`config.mk`:
```
export PLATFORM = sky130hd
export DESIGN_NAME = flash_host_write_and_mux_port
export DESIGN_NICKNAME = d
export VERILOG_FILES = /design/src/flash_port_pkg.sv /design/src/flash_host_write_and_mux_port.sv /design/src/mux_addr_latch.sv /design/src/mux_data_port.sv
export SDC_FILE = /design/constraint.sdc
export NUM_CORES = 1
export LEC_CHECK = 0
export BUFFER_PORTS_ARGS = -buffer_cell sky130_fd_sc_hd__buf_2
export CAP_MARGIN = 40
export CORE_MARGIN = 1
export CORE_UTILIZATION = 35
export CTS_CLUSTER_SIZE = 28
export DETAILED_ROUTE_END_ITERATION = 12
export PLACE_DENSITY = 0.62
export SYNTH_ARGS = -nofsm -noshare
export SYNTH_HDL_FRONTEND = slang
export SYNTH_SLANG_ARGS = --single-unit
export TNS_END_PERCENT = 10
```
`constraint.sdc`:
```
create_clock -name sys_clk -period 2 [get_ports sys_clk]
set_clock_uncertainty 0.05 [all_clocks]
set_input_delay 0.2 -clock sys_clk [delete_from_list [all_inputs] [get_ports sys_clk]]
set_output_delay 0.2 -clock sys_clk [all_outputs]
set_load 0.02 [all_outputs]
```
`src/flash_port_pkg.sv`:
```
// Shared constants and types for the flash host write and multiplexed port
package flash_port_pkg;

  // ==========================================
  // Low pin count field codes
  localparam logic [3:0] START_CODE = 4'h0; // Start nibble
  localparam logic [2:0] WRITE_TYPE = 3'h3; // Cycle type bits 3:1 for a write
  localparam logic [3:0] TAR_CODE = 4'hF; // Turnaround level
  localparam logic [3:0] SYNC_OK = 4'h0; // Sync: data accepted, no wait

  // ==========================================
  // Field sizes and positions
  localparam int LPC_ADDR_W = 32; // Address bits sent on the link
  localparam logic [2:0] ADDR_LAST = 3'h7; // Index of the eighth address nibble
  localparam int ARRAY_SEL_BIT = 22; // Address bit choosing array or registers
  localparam int MUX_ADDR_W = 11; // Multiplexed address inputs
  localparam int SIG_HI = 18; // Top of signature address field
  localparam int SIG_LO = 1; // Bottom of signature address field

  // ==========================================
  // Reset values and fill bytes
  localparam logic [7:0] BYTE_ZERO = 8'h00; // Cleared data byte
  localparam logic [31:0] ADDR_ZERO = 32'h0000_0000; // Cleared address

  // ==========================================
  // Link state machine
  typedef enum logic [2:0] {
    ST_IDLE = 3'b000,
    ST_CYCTYPE = 3'b001,
    ST_ADDR = 3'b010,
    ST_DATA = 3'b011,
    ST_TAR_HOST = 3'b100,
    ST_TAR_DEV = 3'b101,
    ST_SYNC = 3'b110,
    ST_TAR_END = 3'b111
  } lpc_state_type;

  // ==========================================
  // Read source chosen by the command interpreter
  typedef enum logic [1:0] {
    RD_ARRAY = 2'b00,
    RD_SIGNATURE = 2'b01,
    RD_STATUS = 2'b10
  } read_mode_type;

endpackage

```
`src/flash_host_write_and_mux_port.sv`:
```
// Link write cycle and multiplexed programming port of a byte-wide flash
`timescale 1ns/1ps
// Functional notes
// - Address bit 22 picks array or registers
// - Device takes the lines in cycle 14
// - Device drives sync zero in cycle 15
// - Drive ones in 16, float in 17
// - Multiplexed mode leaves every block unprotected
// - Multiplexed mode hides security and registers
// - Read drives byte when enable low
// - Read source follows the read mode
// - Write byte captured at strobe rising edge
// - Output enable high floats data pins
// - Reset pin low floats outputs, clears state
// - Reset during program or erase aborts it
// - Signature codes chosen by address bit 0
// - Frame low mid-cycle aborts and floats lines
// - Command issued once data byte received
module flash_host_write_and_mux_port
  import flash_port_pkg::*;
#(
  parameter int ADDR_W = LPC_ADDR_W,
  parameter int MAW = MUX_ADDR_W
) (
  // Clock and reset
  input wire logic sys_clk,
  input wire logic sys_rst,
  // Device pins
  input wire logic interface_reset_n,
  input wire logic mux_mode_pin,
  // Low pin count link
  input wire logic lframe_n,
  input wire logic [3:0] lad_in,
  output logic [3:0] lad_out,
  output logic lad_oe_n,
  // Multiplexed programming port
  input wire logic [MAW-1:0] muxed_addr_in,
  input wire logic row_col_select,
  input wire logic out_enable_n,
  input wire logic write_strobe_n,
  input wire logic [7:0] data_io_in,
  output logic [7:0] data_io_out,
  output logic data_io_oe_n,
  // Command interpreter side
  input wire read_mode_type read_mode,
  input wire logic [7:0] array_rdata,
  input wire logic [7:0] status_rdata,
  input wire logic pe_busy,
  output logic [2*MAW-1:0] mux_rd_addr,
  output logic cmd_valid,
  output logic [ADDR_W-1:0] cmd_addr,
  output logic [7:0] cmd_data,
  output logic cmd_to_array,
  output logic pe_abort,
  output logic block_unprotect,
  output logic regs_enable
);

  // ==========================================
  // Reset and interface selection

  logic int_rst; // Clock reset or reset pin low
  logic lpc_rst; // Link logic held while the other port is active
  logic mux_mode_reg; // Interface choice caught during reset
  logic rp_prev_reg; // Reset pin level last cycle
  logic pe_abort_reg; // Abort request to the program/erase controller
  logic unprot_reg; // All blocks unprotected
  logic regs_en_reg; // Register space reachable

  // Reset pin holds both ports and the command hand-off in reset
  assign int_rst = sys_rst || !interface_reset_n;
  assign lpc_rst = int_rst || mux_mode_reg;

  // Interface strap sampled only while held in reset
  always_ff @(posedge sys_clk) begin
    if (int_rst) begin
      mux_mode_reg <= mux_mode_pin;
    end
  end

  // Protection and register visibility follow the interface
  always_ff @(posedge sys_clk) begin
    if (sys_rst) begin
      unprot_reg <= 1'b0;
      regs_en_reg <= 1'b1;
    end else begin
      unprot_reg <= mux_mode_reg;
      regs_en_reg <= !mux_mode_reg;
    end
  end

  // Falling reset pin while busy kills the running operation
  always_ff @(posedge sys_clk) begin
    if (sys_rst) begin
      rp_prev_reg <= 1'b1;
      pe_abort_reg <= 1'b0;
    end else begin
      rp_prev_reg <= interface_reset_n;
      pe_abort_reg <= rp_prev_reg && !interface_reset_n && pe_busy;
    end
  end

  // ==========================================
  // Link write state machine

  lpc_state_type state_reg; // Current field
  lpc_state_type state_next;
  logic [2:0] cnt_reg; // Nibble counter inside a field
  logic [2:0] cnt_next;
  logic [ADDR_W-1:0] addr_reg; // Address shifted in high nibble first
  logic [ADDR_W-1:0] addr_next;
  logic [3:0] low_nib_reg; // Low data nibble
  logic [3:0] low_nib_next;
  logic [3:0] lad_reg; // Nibble driven on the link
  logic [3:0] lad_next;
  logic lad_oe_n_reg; // Link drive enable, low while driving
  logic lad_oe_n_next;
  logic lpc_cmd; // Data byte complete this edge
  logic start_seen; // Frame low with start nibble
  logic type_ok; // Cycle type marks a write
  logic frame_abort; // Frame low inside a transaction

  // Field decode on the sampled nibble
  assign start_seen = !lframe_n && (lad_in == START_CODE);
  assign type_ok = (lad_in[3:1] == WRITE_TYPE);
  assign frame_abort = (state_reg != ST_IDLE) && !lframe_n;

  // Next state, counters and link drive
  always_comb begin
    state_next = state_reg;
    cnt_next = cnt_reg;
    addr_next = addr_reg;
    low_nib_next = low_nib_reg;
    lad_next = TAR_CODE;
    lad_oe_n_next = 1'b1;
    lpc_cmd = 1'b0;
    case (state_reg)
      ST_IDLE: begin
        // Wait for a start
        if (start_seen) begin
          state_next = ST_CYCTYPE;
        end
      end
      ST_CYCTYPE: begin
        // Only a write type goes on; others are dropped
        if (type_ok) begin
          state_next = ST_ADDR;
          cnt_next = 3'h0;
        end else begin
          state_next = ST_IDLE;
        end
      end
      ST_ADDR: begin
        // Shift in eight nibbles, most significant first
        addr_next = {addr_reg[ADDR_W-5:0], lad_in};
        cnt_next = cnt_reg + 3'h1;
        if (cnt_reg == ADDR_LAST) begin
          state_next = ST_DATA;
          cnt_next = 3'h0;
        end
      end
      ST_DATA: begin
        // Low nibble first, byte done on the second
        if (cnt_reg == 3'h0) begin
          low_nib_next = lad_in;
          cnt_next = 3'h1;
        end else begin
          lpc_cmd = 1'b1;
          state_next = ST_TAR_HOST;
        end
      end
      ST_TAR_HOST: begin
        // Host turnaround seen; take the lines next cycle
        state_next = ST_TAR_DEV;
        lad_oe_n_next = 1'b0;
        lad_next = TAR_CODE;
      end
      ST_TAR_DEV: begin
        // Acknowledge with no wait states
        state_next = ST_SYNC;
        lad_oe_n_next = 1'b0;
        lad_next = SYNC_OK;
      end
      ST_SYNC: begin
        // Drive ones before handing back
        state_next = ST_TAR_END;
        lad_oe_n_next = 1'b0;
        lad_next = TAR_CODE;
      end
      ST_TAR_END: begin
        // Float the lines
        state_next = ST_IDLE;
      end
      default: begin
        state_next = ST_IDLE;
      end
    endcase
    // A frame strobe inside a cycle wins; a fresh start restarts it
    if (frame_abort) begin
      state_next = start_seen ? ST_CYCTYPE : ST_IDLE;
      lad_oe_n_next = 1'b1;
      lad_next = TAR_CODE;
      lpc_cmd = 1'b0;
    end
  end

  // Link registers
  always_ff @(posedge sys_clk) begin
    if (lpc_rst) begin
      state_reg <= ST_IDLE;
      cnt_reg <= 3'h0;
      addr_reg <= ADDR_ZERO;
      low_nib_reg <= TAR_CODE;
      lad_reg <= TAR_CODE;
      lad_oe_n_reg <= 1'b1;
    end else begin
      state_reg <= state_next;
      cnt_reg <= cnt_next;
      addr_reg <= addr_next;
      low_nib_reg <= low_nib_next;
      lad_reg <= lad_next;
      lad_oe_n_reg <= lad_oe_n_next;
    end
  end

  assign lad_out = lad_reg;
  assign lad_oe_n = lad_oe_n_reg;

  // ==========================================
  // Multiplexed programming port

  logic mux_rst; // Port held while the link is active
  logic [2*MAW-1:0] mux_addr; // Latched row and column
  logic mux_wr; // Write strobe completed
  logic [7:0] mux_wr_data; // Byte from the programmer

  assign mux_rst = int_rst || !mux_mode_reg;

  // Address latch
  mux_addr_latch #(
    .AW(MAW)
  ) u_addr (
    .sys_clk(sys_clk),
    .rst(mux_rst),
    .muxed_addr_in(muxed_addr_in),
    .row_col_select(row_col_select),
    .addr(mux_addr)
  );

  // Data pins and write capture
  mux_data_port #(
    .AW(2 * MAW)
  ) u_data (
    .sys_clk(sys_clk),
    .rst(mux_rst),
    .enable(mux_mode_reg),
    .out_enable_n(out_enable_n),
    .write_strobe_n(write_strobe_n),
    .data_in(data_io_in),
    .addr(mux_addr),
    .read_mode(read_mode),
    .array_rdata(array_rdata),
    .status_rdata(status_rdata),
    .data_out(data_io_out),
    .data_oe_n(data_io_oe_n),
    .wr_pulse(mux_wr),
    .wr_data(mux_wr_data)
  );

  // ==========================================
  // Command hand-off to the interpreter

  logic cmd_valid_reg; // One cycle command strobe
  logic [ADDR_W-1:0] cmd_addr_reg; // Target address
  logic [7:0] cmd_data_reg; // Command or data byte
  logic cmd_array_reg; // Array target when high
  logic [2*MAW-1:0] rd_addr_reg; // Read address to the array
  logic [ADDR_W-1:0] mux_addr_wide; // Port address padded to link width

  assign mux_addr_wide = {{(ADDR_W - 2 * MAW){1'b0}}, mux_addr};

  // Source picked by the active interface
  always_ff @(posedge sys_clk) begin
    if (int_rst) begin
      cmd_valid_reg <= 1'b0;
      cmd_addr_reg <= ADDR_ZERO;
      cmd_data_reg <= BYTE_ZERO;
      cmd_array_reg <= 1'b0;
      rd_addr_reg <= '0;
    end else begin
      rd_addr_reg <= mux_addr;
      if (mux_mode_reg) begin
        cmd_valid_reg <= mux_wr;
        cmd_addr_reg <= mux_addr_wide;
        cmd_data_reg <= mux_wr_data;
        cmd_array_reg <= 1'b1;
      end else begin
        cmd_valid_reg <= lpc_cmd;
        cmd_addr_reg <= addr_reg;
        cmd_data_reg <= {lad_in, low_nib_reg};
        cmd_array_reg <= addr_reg[ARRAY_SEL_BIT];
      end
    end
  end

  assign cmd_valid = cmd_valid_reg;
  assign cmd_addr = cmd_addr_reg;
  assign cmd_data = cmd_data_reg;
  assign cmd_to_array = cmd_array_reg;
  assign mux_rd_addr = rd_addr_reg;
  assign pe_abort = pe_abort_reg;
  assign block_unprotect = unprot_reg;
  assign regs_enable = regs_en_reg;

  // ==========================================
  // Checks

  property p_take_lines;
    @(posedge sys_clk) disable iff (lpc_rst)
      (state_reg == ST_TAR_HOST && lframe_n) |=> (!lad_oe_n && lad_out == TAR_CODE);
  endproperty
  a_take_lines: assert property (p_take_lines) else $error("lines not taken");

  property p_sync;
    @(posedge sys_clk) disable iff (lpc_rst)
      (state_reg == ST_TAR_DEV && lframe_n) |=> (!lad_oe_n && lad_out == SYNC_OK);
  endproperty
  a_sync: assert property (p_sync) else $error("sync not driven");

  property p_hand_back;
    @(posedge sys_clk) disable iff (lpc_rst)
      (state_reg == ST_SYNC && lframe_n ##1 lframe_n)
        |-> (!lad_oe_n && lad_out == TAR_CODE) ##1 lad_oe_n;
  endproperty
  a_hand_back: assert property (p_hand_back) else $error("bus not handed back");

  property p_abort;
    @(posedge sys_clk) disable iff (lpc_rst)
      frame_abort |=> lad_oe_n;
  endproperty
  a_abort: assert property (p_abort) else $error("lines driven after abort");

  property p_bad_type;
    @(posedge sys_clk) disable iff (lpc_rst)
      (state_reg == ST_CYCTYPE && lframe_n && !type_ok) |=> (state_reg == ST_IDLE);
  endproperty
  a_bad_type: assert property (p_bad_type) else $error("bad cycle type taken");

  property p_cmd_issue;
    @(posedge sys_clk) disable iff (int_rst)
      (!mux_mode_reg && state_reg == ST_DATA && cnt_reg == 3'h1 && lframe_n)
        |=> (cmd_valid && cmd_to_array == $past(addr_reg[ARRAY_SEL_BIT]));
  endproperty
  a_cmd_issue: assert property (p_cmd_issue) else $error("command not issued");

  property p_reset_pin;
    @(posedge sys_clk) disable iff (sys_rst)
      !interface_reset_n |=> (lad_oe_n && data_io_oe_n && !cmd_valid);
  endproperty
  a_reset_pin: assert property (p_reset_pin) else $error("outputs live in reset");

  property p_pe_abort;
    @(posedge sys_clk) disable iff (sys_rst)
      (interface_reset_n ##1 !interface_reset_n && pe_busy) |=> pe_abort;
  endproperty
  a_pe_abort: assert property (p_pe_abort) else $error("operation not aborted");

  property p_unprot;
    @(posedge sys_clk) disable iff (sys_rst)
      !sys_rst |=> (block_unprotect == $past(mux_mode_reg) &&
        regs_enable == !$past(mux_mode_reg));
  endproperty
  a_unprot: assert property (p_unprot) else $error("protection not released");

endmodule

```
`src/mux_addr_latch.sv`:
```
// Row and column address latch of the multiplexed programming port
`timescale 1ns/1ps
module mux_addr_latch
  import flash_port_pkg::*;
#(
  parameter int AW = MUX_ADDR_W
) (
  // Clock and reset
  input wire logic sys_clk,
  input wire logic rst,
  // Programmer pins
  input wire logic [AW-1:0] muxed_addr_in,
  input wire logic row_col_select,
  // Assembled address
  output logic [2*AW-1:0] addr
);

  logic rc_prev_reg; // Select level seen last cycle
  logic [2*AW-1:0] addr_reg; // Row half low, column half high
  logic row_take; // Falling select edge
  logic col_take; // Rising select edge

  // Edge decode of the row/column select
  assign row_take = rc_prev_reg && !row_col_select;
  assign col_take = !rc_prev_reg && row_col_select;
  assign addr = addr_reg;

  // ==========================================
  // Row half then column half
  always_ff @(posedge sys_clk) begin
    if (rst) begin
      rc_prev_reg <= 1'b1;
      addr_reg <= '0;
    end else begin
      rc_prev_reg <= row_col_select;
      if (row_take) begin
        addr_reg[AW-1:0] <= muxed_addr_in;
      end else if (col_take) begin
        addr_reg[2*AW-1:AW] <= muxed_addr_in;
      end
    end
  end

  property p_row_latch;
    @(posedge sys_clk) disable iff (rst)
      (rc_prev_reg && !row_col_select) |=> (addr[AW-1:0] == $past(muxed_addr_in));
  endproperty
  a_row_latch: assert property (p_row_latch) else $error("row half not latched");

endmodule

```
`src/mux_data_port.sv`:
```
// Data pins, read selection and write capture of the multiplexed port
`timescale 1ns/1ps
module mux_data_port
  import flash_port_pkg::*;
#(
  parameter int AW = 2 * MUX_ADDR_W,
  parameter logic [7:0] MAKER_ID = 8'h5A, // Arbitrary value
  parameter logic [7:0] PART_ID = 8'hA5 // Arbitrary value
) (
  // Clock and reset
  input wire logic sys_clk,
  input wire logic rst,
  input wire logic enable,
  // Programmer controls
  input wire logic out_enable_n,
  input wire logic write_strobe_n,
  input wire logic [7:0] data_in,
  input wire logic [AW-1:0] addr,
  // Read sources
  input wire read_mode_type read_mode,
  input wire logic [7:0] array_rdata,
  input wire logic [7:0] status_rdata,
  // Pin drive
  output logic [7:0] data_out,
  output logic data_oe_n,
  // Captured write
  output logic wr_pulse,
  output logic [7:0] wr_data
);

  logic ws_prev_reg; // Write strobe seen last cycle
  logic [7:0] out_reg; // Byte on the data pins
  logic oe_n_reg; // Pin enable, low while driving
  logic wr_reg; // One cycle write pulse
  logic [7:0] wr_data_reg; // Captured byte
  logic read_on; // Read conditions met
  logic ws_rise; // End of write strobe
  logic sig_zero; // Signature address field all low
  logic [7:0] sig_byte; // Maker or part code
  logic [7:0] rd_byte; // Selected read byte

  // Read cycle: output enable low with write strobe high
  assign read_on = enable && !out_enable_n && write_strobe_n;
  assign ws_rise = enable && out_enable_n && !ws_prev_reg && write_strobe_n;
  // Signature codes by the low address bit
  assign sig_zero = (addr[SIG_HI:SIG_LO] == '0);
  assign sig_byte = !sig_zero ? BYTE_ZERO : (addr[0] ? PART_ID : MAKER_ID);
  // Source chosen by the current read mode
  assign rd_byte = (read_mode == RD_STATUS) ? status_rdata :
                   (read_mode == RD_SIGNATURE) ? sig_byte : array_rdata;
  assign data_out = out_reg;
  assign data_oe_n = oe_n_reg;
  assign wr_pulse = wr_reg;
  assign wr_data = wr_data_reg;

  // ==========================================
  // Pin drive and write capture
  always_ff @(posedge sys_clk) begin
    if (rst) begin
      ws_prev_reg <= 1'b1;
      out_reg <= BYTE_ZERO;
      oe_n_reg <= 1'b1;
      wr_reg <= 1'b0;
      wr_data_reg <= BYTE_ZERO;
    end else begin
      ws_prev_reg <= write_strobe_n;
      out_reg <= rd_byte;
      oe_n_reg <= !read_on;
      wr_reg <= ws_rise;
      if (!write_strobe_n) begin
        wr_data_reg <= data_in;
      end
    end
  end

  property p_oe_hiz;
    @(posedge sys_clk) disable iff (rst)
      out_enable_n |=> data_oe_n;
  endproperty
  a_oe_hiz: assert property (p_oe_hiz) else $error("data pins driven with enable high");

  property p_write_capture;
    @(posedge sys_clk) disable iff (rst)
      (enable && out_enable_n && !write_strobe_n ##1 write_strobe_n && out_enable_n)
        |=> (wr_pulse && wr_data == $past(data_in, 2));
  endproperty
  a_write_capture: assert property (p_write_capture) else $error("write byte lost");

  property p_read_drive;
    @(posedge sys_clk) disable iff (rst)
      (read_on && !rst) |=> (!data_oe_n && data_out == $past(rd_byte));
  endproperty
  a_read_drive: assert property (p_read_drive) else $error("read byte not driven");

endmodule

```
==> results of run 1 <==
[cells in the mapped netlist (all sizes together)]
cell and count:
edfxtp 1, o31ai 1, or4 1, a31o 1, nor4 4, o221a 4, nand2 121, nor4b 1
and2 32, inv 7, a32o 2, a21o 4, nand3b 1, ha 3, and2b 2, nand4 3
a31oi 1, maj3 4, nor3 9, a21oi 64, nor2 23, mux2i 8, buf 20, a22o 29
clkbuf 18, or2 3, o21ai 17, nor2b 4, dfxtp 154, nand2b 7, or3 1
[final timing paths]
check,to,slack [ps],cells after the start
hold reg to reg,u_data.wr_pulse,350,1
hold / removal,u_data.data_out[4],20,2
setup reg to reg,u_data.data_out[7],440,4
setup / recovery,state_reg[0],420,8
[cell families after synthesis]
family | Yosys count | synth area share [%]
AO/OA/AOI/OAI | 123 | 14.92
adder cells (fa/ha/maj) | 7 | 1.483
buffers and inverters | 45 | 3.850
flip-flops | 155 | 59.49
multiplexers | 8 | 1.530
AND/OR/NAND/NOR | 212 | 18.72
[power by group through the flow]
| stage | clock, mW | sequential, mW | combinational [mW] |
|---|---|---|---|
| 4_1_cts | 3.32 | 3.14 | 0.330 |
| 5_1_grt | 3.45 | 3.14 | 0.355 |
| 3_3_place_gp | 0 | 3.21 | 0.286 |
| 6_report | 3.26 | 3.14 | 0.327 |
| 3_5_place_dp | 0 | 3.21 | 0.290 |
| 2_1_floorplan | 0 | 3.23 | 0.135 |
[what timing repair did]
item                      CTS  global route
hold endpoints to repair   30             0
setup buffers               0             0
hold buffers               26             0
[worst register-to-register path: stages (launching register included)]
cell and delay [ps]:
dfxtp_1 340, nor4_1 310, nand4_1 190, or3_4 430, a21oi_1 160
[layout make-up]
cell class | instances | area, µm² | share of cell area (%)
clock inverter | 7 | 112.6 | 1.629
tap | 184 | 230.2 | 3.330
timing repair buffer | 168 | 1013 | 14.66
inverter | 7 | 26.28 | 0.3801
clock buffer | 24 | 491.7 | 7.113
multi-input combinational | 350 | 1926 | 27.86
sequential | 155 | 3113 | 45.03
[layer usage]
metal / vias to the layer above / global-route usage, % / share of wire, %
met5: - / 0 / 0
met4: 0 / 6.804 / 1.5
met1: 2017 / 22.98 / 48
met2: 139 / 26.62 / 46
li1: 2152 / - / -
met3: 15 / 3.909 / 4.8
[per-stage QoR]
step	instance area (µm²)	utilization, %	instances	setup slack, ps
5_1_grt	6913	47.56	895	290.3
6_report	6913	47.56	895	415.7
3_3_place_gp	6048	41.62	838	474.0
4_1_cts	6913	47.56	895	436.0
2_1_floorplan	5233	-	550	569.9
3_5_place_dp	6048	41.62	838	460.0
==> flow_summary.json, run 1 <==
{
  "outcome": "completed",
  "die_h_um": 124.3,
  "grt_pass1_wl_um": 20680,
  "max_slew_margin_pct": 54.64,
  "initial_core_util_pct": 36.00,
  "p_leak_nw": 2.897,
  "cts.repair.resized": 0,
  "cts_buffers": 17,
  "cts_tree": "done",
  "synthTopCellsByArea": "dfxtp_1 (59%), nand2_1 (8.7%), a21oi_1 (6.0%), a22o_1 (4.9%), and2_1 (3.7%)",
  "share_comb_of_total_power_pct": 4.9,
  "core-area_um2": 14530,
  "grt_overflow": 0,
  "slowest_delay_ps": 540,
  "worstPathRequired_ps": 2300,
  "finalPower_mw": 6.732,
  "io_pins": 131,
  "p_sw_mw": 1.383,
  "holdWs_ps": 18.87,
  "pwr_density_cell_nw_per_um2": 973.8,
  "hold_start": "status_rdata[4]",
  "fin_crit_ps": 1584,
  "drive_gt1_share_pct": 25.60,
  "nets": 752,
  "rr_startpoint": "u_addr.addr[17]",
  "viasPerCell": 4.830,
  "crit_fanout": 32,
  "hold_viol": 0,
  "ys_seq_area_share_pct": 59.49,
  "pwr-share-seq_pct": 46.7,
  "die_w_um": 124.3,
  "drc": 0,
  "swShare_pct": 20.55,
  "synth_nets": 603,
  "synth.top_cell.area_share_pct": 58.92,
  "yosysTopAreaCell": "dfxtp_1",
  "hpwl_um": 9450,
  "grt_pass1_vias": 4052,
  "cp-end-kind": "register",
  "cts_buffer_depth": 2,
  "wl_per_cell_um": 14.58,
  "setup_tns_ps": 0,
  "vias": 4323,
  "antenna_left": 0,
  "setup_viol": 0,
  "htreeDepth": 4,
  "worst_pin_slew_ps": 679.0,
  "ir_worst_vdd_uv": 626.6,
  "hold_path_class": "in -> reg",
  "drtIter0Drc": 289,
  "slew_viol_final": 0,
  "antenna_found_initial": 0,
  "routed_wirelength_um": 13050,
  "final_cell_mix": "dfxtp_1 (154), buf_2 (130), nand2_1 (121)",
  "numPortBuffers": 130,
  "syn_area_um2": 5233,
  "num_antenna_cells": 0,
  "crit_path_top_delay_cell": "dlygate4sd3_1",
  "clk_pin_slew_ps": 60,
  "fin_crit_sh_pct": 79.21,
  "synthDistinctLibCells": 42,
  "path_class": "in -> reg",
  "grt_use_total_pct": 17.13,
  "max_freq_ghz": 0.6312,
  "gp_congestion": 0.8522,
  "syn-instance-count": 550,
  "worstPathCellList": "dlygate4sd3_1 -> buf_2 -> and2b_1 -> inv_2 -> nor2_4 -> buf_4 -> o21ai_1 -> a21oi_1",
  "startpoint_type": "primary input",
  "drt_first_pass_iters": 6,
  "cts_sinks": 155,
  "core.rowCount": 44,
  "clockPowerShare_pct": 48.4,
  "ys_seq_elements": 155,
  "clk_latency_ps": 410,
  "grt_max_degree": 42,
  "p_int_mw": 5.348,
  "fillers": 1402,
  "synth.avg_cell_area_um2": 9.514,
  "timing.critical_path.buf_inv": 4,
  "cts-root-buf": "clkbuf_16",
  "arrival_ps": 1880,
  "max-cap-violations": 0,
  "die_area_um2": 15440,
  "crit_start": "sys_rst",
  "yosysWarnings": 0,
  "final_common_cell": "dfxtp_1",
  "critical-path-top-delay-family": "buffers and inverters",
  "syn_to_final_growth_pct": 32.11,
  "grt_setup_unrepaired": "no"
}
(Power assumes the default switching activity.)
==> run 2: changes to the inputs <==
--- a/config.mk
+++ b/config.mk
@@ -11,7 +11,7 @@
 export CORE_UTILIZATION = 35
 export CTS_CLUSTER_SIZE = 28
 export DETAILED_ROUTE_END_ITERATION = 12
-export PLACE_DENSITY = 0.62
+export PLACE_DENSITY = 0.65
 export SYNTH_ARGS = -nofsm -noshare
 export SYNTH_HDL_FRONTEND = slang
 export SYNTH_SLANG_ARGS = --single-unit
==> constraint.sdc (replaced) <==
create_clock -name sys_clk -period 1.4 [get_ports sys_clk]
set_clock_uncertainty 0.05 [all_clocks]
set_input_delay 0.14 -clock sys_clk [delete_from_list [all_inputs] [get_ports sys_clk]]
set_output_delay 0.14 -clock sys_clk [all_outputs]
set_load 0.02 [all_outputs]
==> flow_summary.json, run 2 (synthesis gave the netlist of run 1 again) <==
{
  "outcome": "complete, but fails checks",
  "violations": "setup timing",
  "grt_setup_unrepaired": "yes",
  "grt_max_degree": 33,
  "nets": 798,
  "die_w_um": 124.3,
  "die_h_um": 124.3,
  "cts_sinks": 155,
  "viasPerCell": 4.722,
  "slew_viol_final": 0,
  "hold_path_class": "in -> reg",
  "setup_tns_ps": -554.7,
  "pwr_density_cell_nw_per_um2": 1316,
  "startpoint_type": "register",
  "core.rowCount": 44,
  "drt_first_pass_iters": 4,
  "hpwl_um": 9792,
  "worst_pin_slew_ps": 443.5,
  "grt_pass1_wl_um": 21870,
  "cp-end-kind": "register",
  "drc": 0,
  "cts-root-buf": "clkbuf_16",
  "htreeDepth": 4,
  "ir_worst_vdd_uv": 887.8,
  "grt_pass1_vias": 4531,
  "clk_latency_ps": 420,
  "max_slew_margin_pct": 70.44,
  "core-area_um2": 14530,
  "clk_pin_slew_ps": 60,
  "final_cell_mix": "dfxtp_1 (152), buf_2 (130), nand2_1 (121)",
  "fin_crit_ps": 1516,
  "wl_per_cell_um": 14.37,
  "syn_to_final_growth_pct": 40.65,
  "cts_buffer_depth": 2,
  "io_pins": 131,
  "setup_viol": 8,
  "path_class": "reg -> reg",
  "max_freq_ghz": 0.6596,
  "gp_congestion": 0.8828,
  "vias": 4448,
  "crit_fanout": 4,
  "p_leak_nw": 3.148,
  "antenna_found_initial": 0,
  "arrival_ps": 1810,
  "antenna_left": 0,
  "drive_gt1_share_pct": 29.82,
  "routed_wirelength_um": 13530,
  "numPortBuffers": 130,
  "grt_overflow": 0,
  "final.setup.worst_slack_ps": -116.0,
  "hold_viol": 0,
  "fin_crit_sh_pct": 108.3,
  "final_common_cell": "dfxtp_1",
  "r2r_cells": 3,
  "max-cap-violations": 0,
  "die_area_um2": 15440,
  "worstPathRequired_ps": 1700,
  "holdWs_ps": 4.127,
  "hold_depth": 3,
  "num_antenna_cells": 0,
  "drtIter0Drc": 283,
  "grt_use_total_pct": 17.93,
  "initial_core_util_pct": 36.00,
  "dp_slack_ps": -132.4,
  "cts_buffers": 17,
  "cts_tree": "done"
}
==> run 2: worst max-delay path, cell delays in order (launching register included) <==
cell,delay (ps)
dfxtp_1,310
or4_4,560
or3_4,380
a21oi_1,150
==> run 2: cell type report <==
class / instances / area [µm²]
repair buffers: 214 / 1411
clock inverters: 10 / 141.4
fillers: 1375 / 7174
inverters: 7 / 26.28
flip-flops and latches: 155 / 3115
clock buffers: 22 / 464.2
well taps: 184 / 230.2
multi-input cells: 350 / 1971
==> run 2: report_power, final <==
part	switching, mW	internal, mW
sequential	0.0208	4.46
clock	1.76	2.90
combinational	0.285	0.258
total	2.06	7.62
==> run 2: repair_timing <==
action,CTS,global route
hold buffers,39,0
hold endpoints to repair,54,0
gates resized for setup,5,8
setup endpoints to repair,11,39
setup buffers,0,0
pin swaps,1,1
==> run 2: final timing paths <==
kind / startpoint / end / slack, ps
worst max-delay path: u_addr.addr[12] / u_data.data_out[0] / -120
worst min-delay path: status_rdata[0] / u_data.data_out[0] / 4
worst max register to register: u_addr.addr[12] / u_data.data_out[0] / -120
worst min register to register: u_data.ws_prev_reg / u_data.wr_pulse / 380
==> run 2: metrics by stage <==
| stage | cells | instance area [µm²] | power (mW) | utilization [%] |
|---|---|---|---|---|
| after floorplan | 550 | 5233 | 4.811 | - |
| after global placement | 871 | 6309 | 5.024 | 43.41 |
| final | 942 | 7360 | 9.686 | 50.64 |
| after global routing | 942 | 7360 | 10.02 | 50.64 |
| after detailed placement | 871 | 6309 | 5.033 | 43.41 |
| after CTS | 942 | 7333 | 9.756 | 50.46 |
==> run 2: metal layers <==
metal  global-route usage (%)  part of all wire, %  up-vias
li1                         -                    -     2233
met1                    22.28                   45     2053
met2                    29.51                   48      143
met3                    4.725                  5.4       19
met4                    7.016                  1.6        0
met5                        0                    0        -
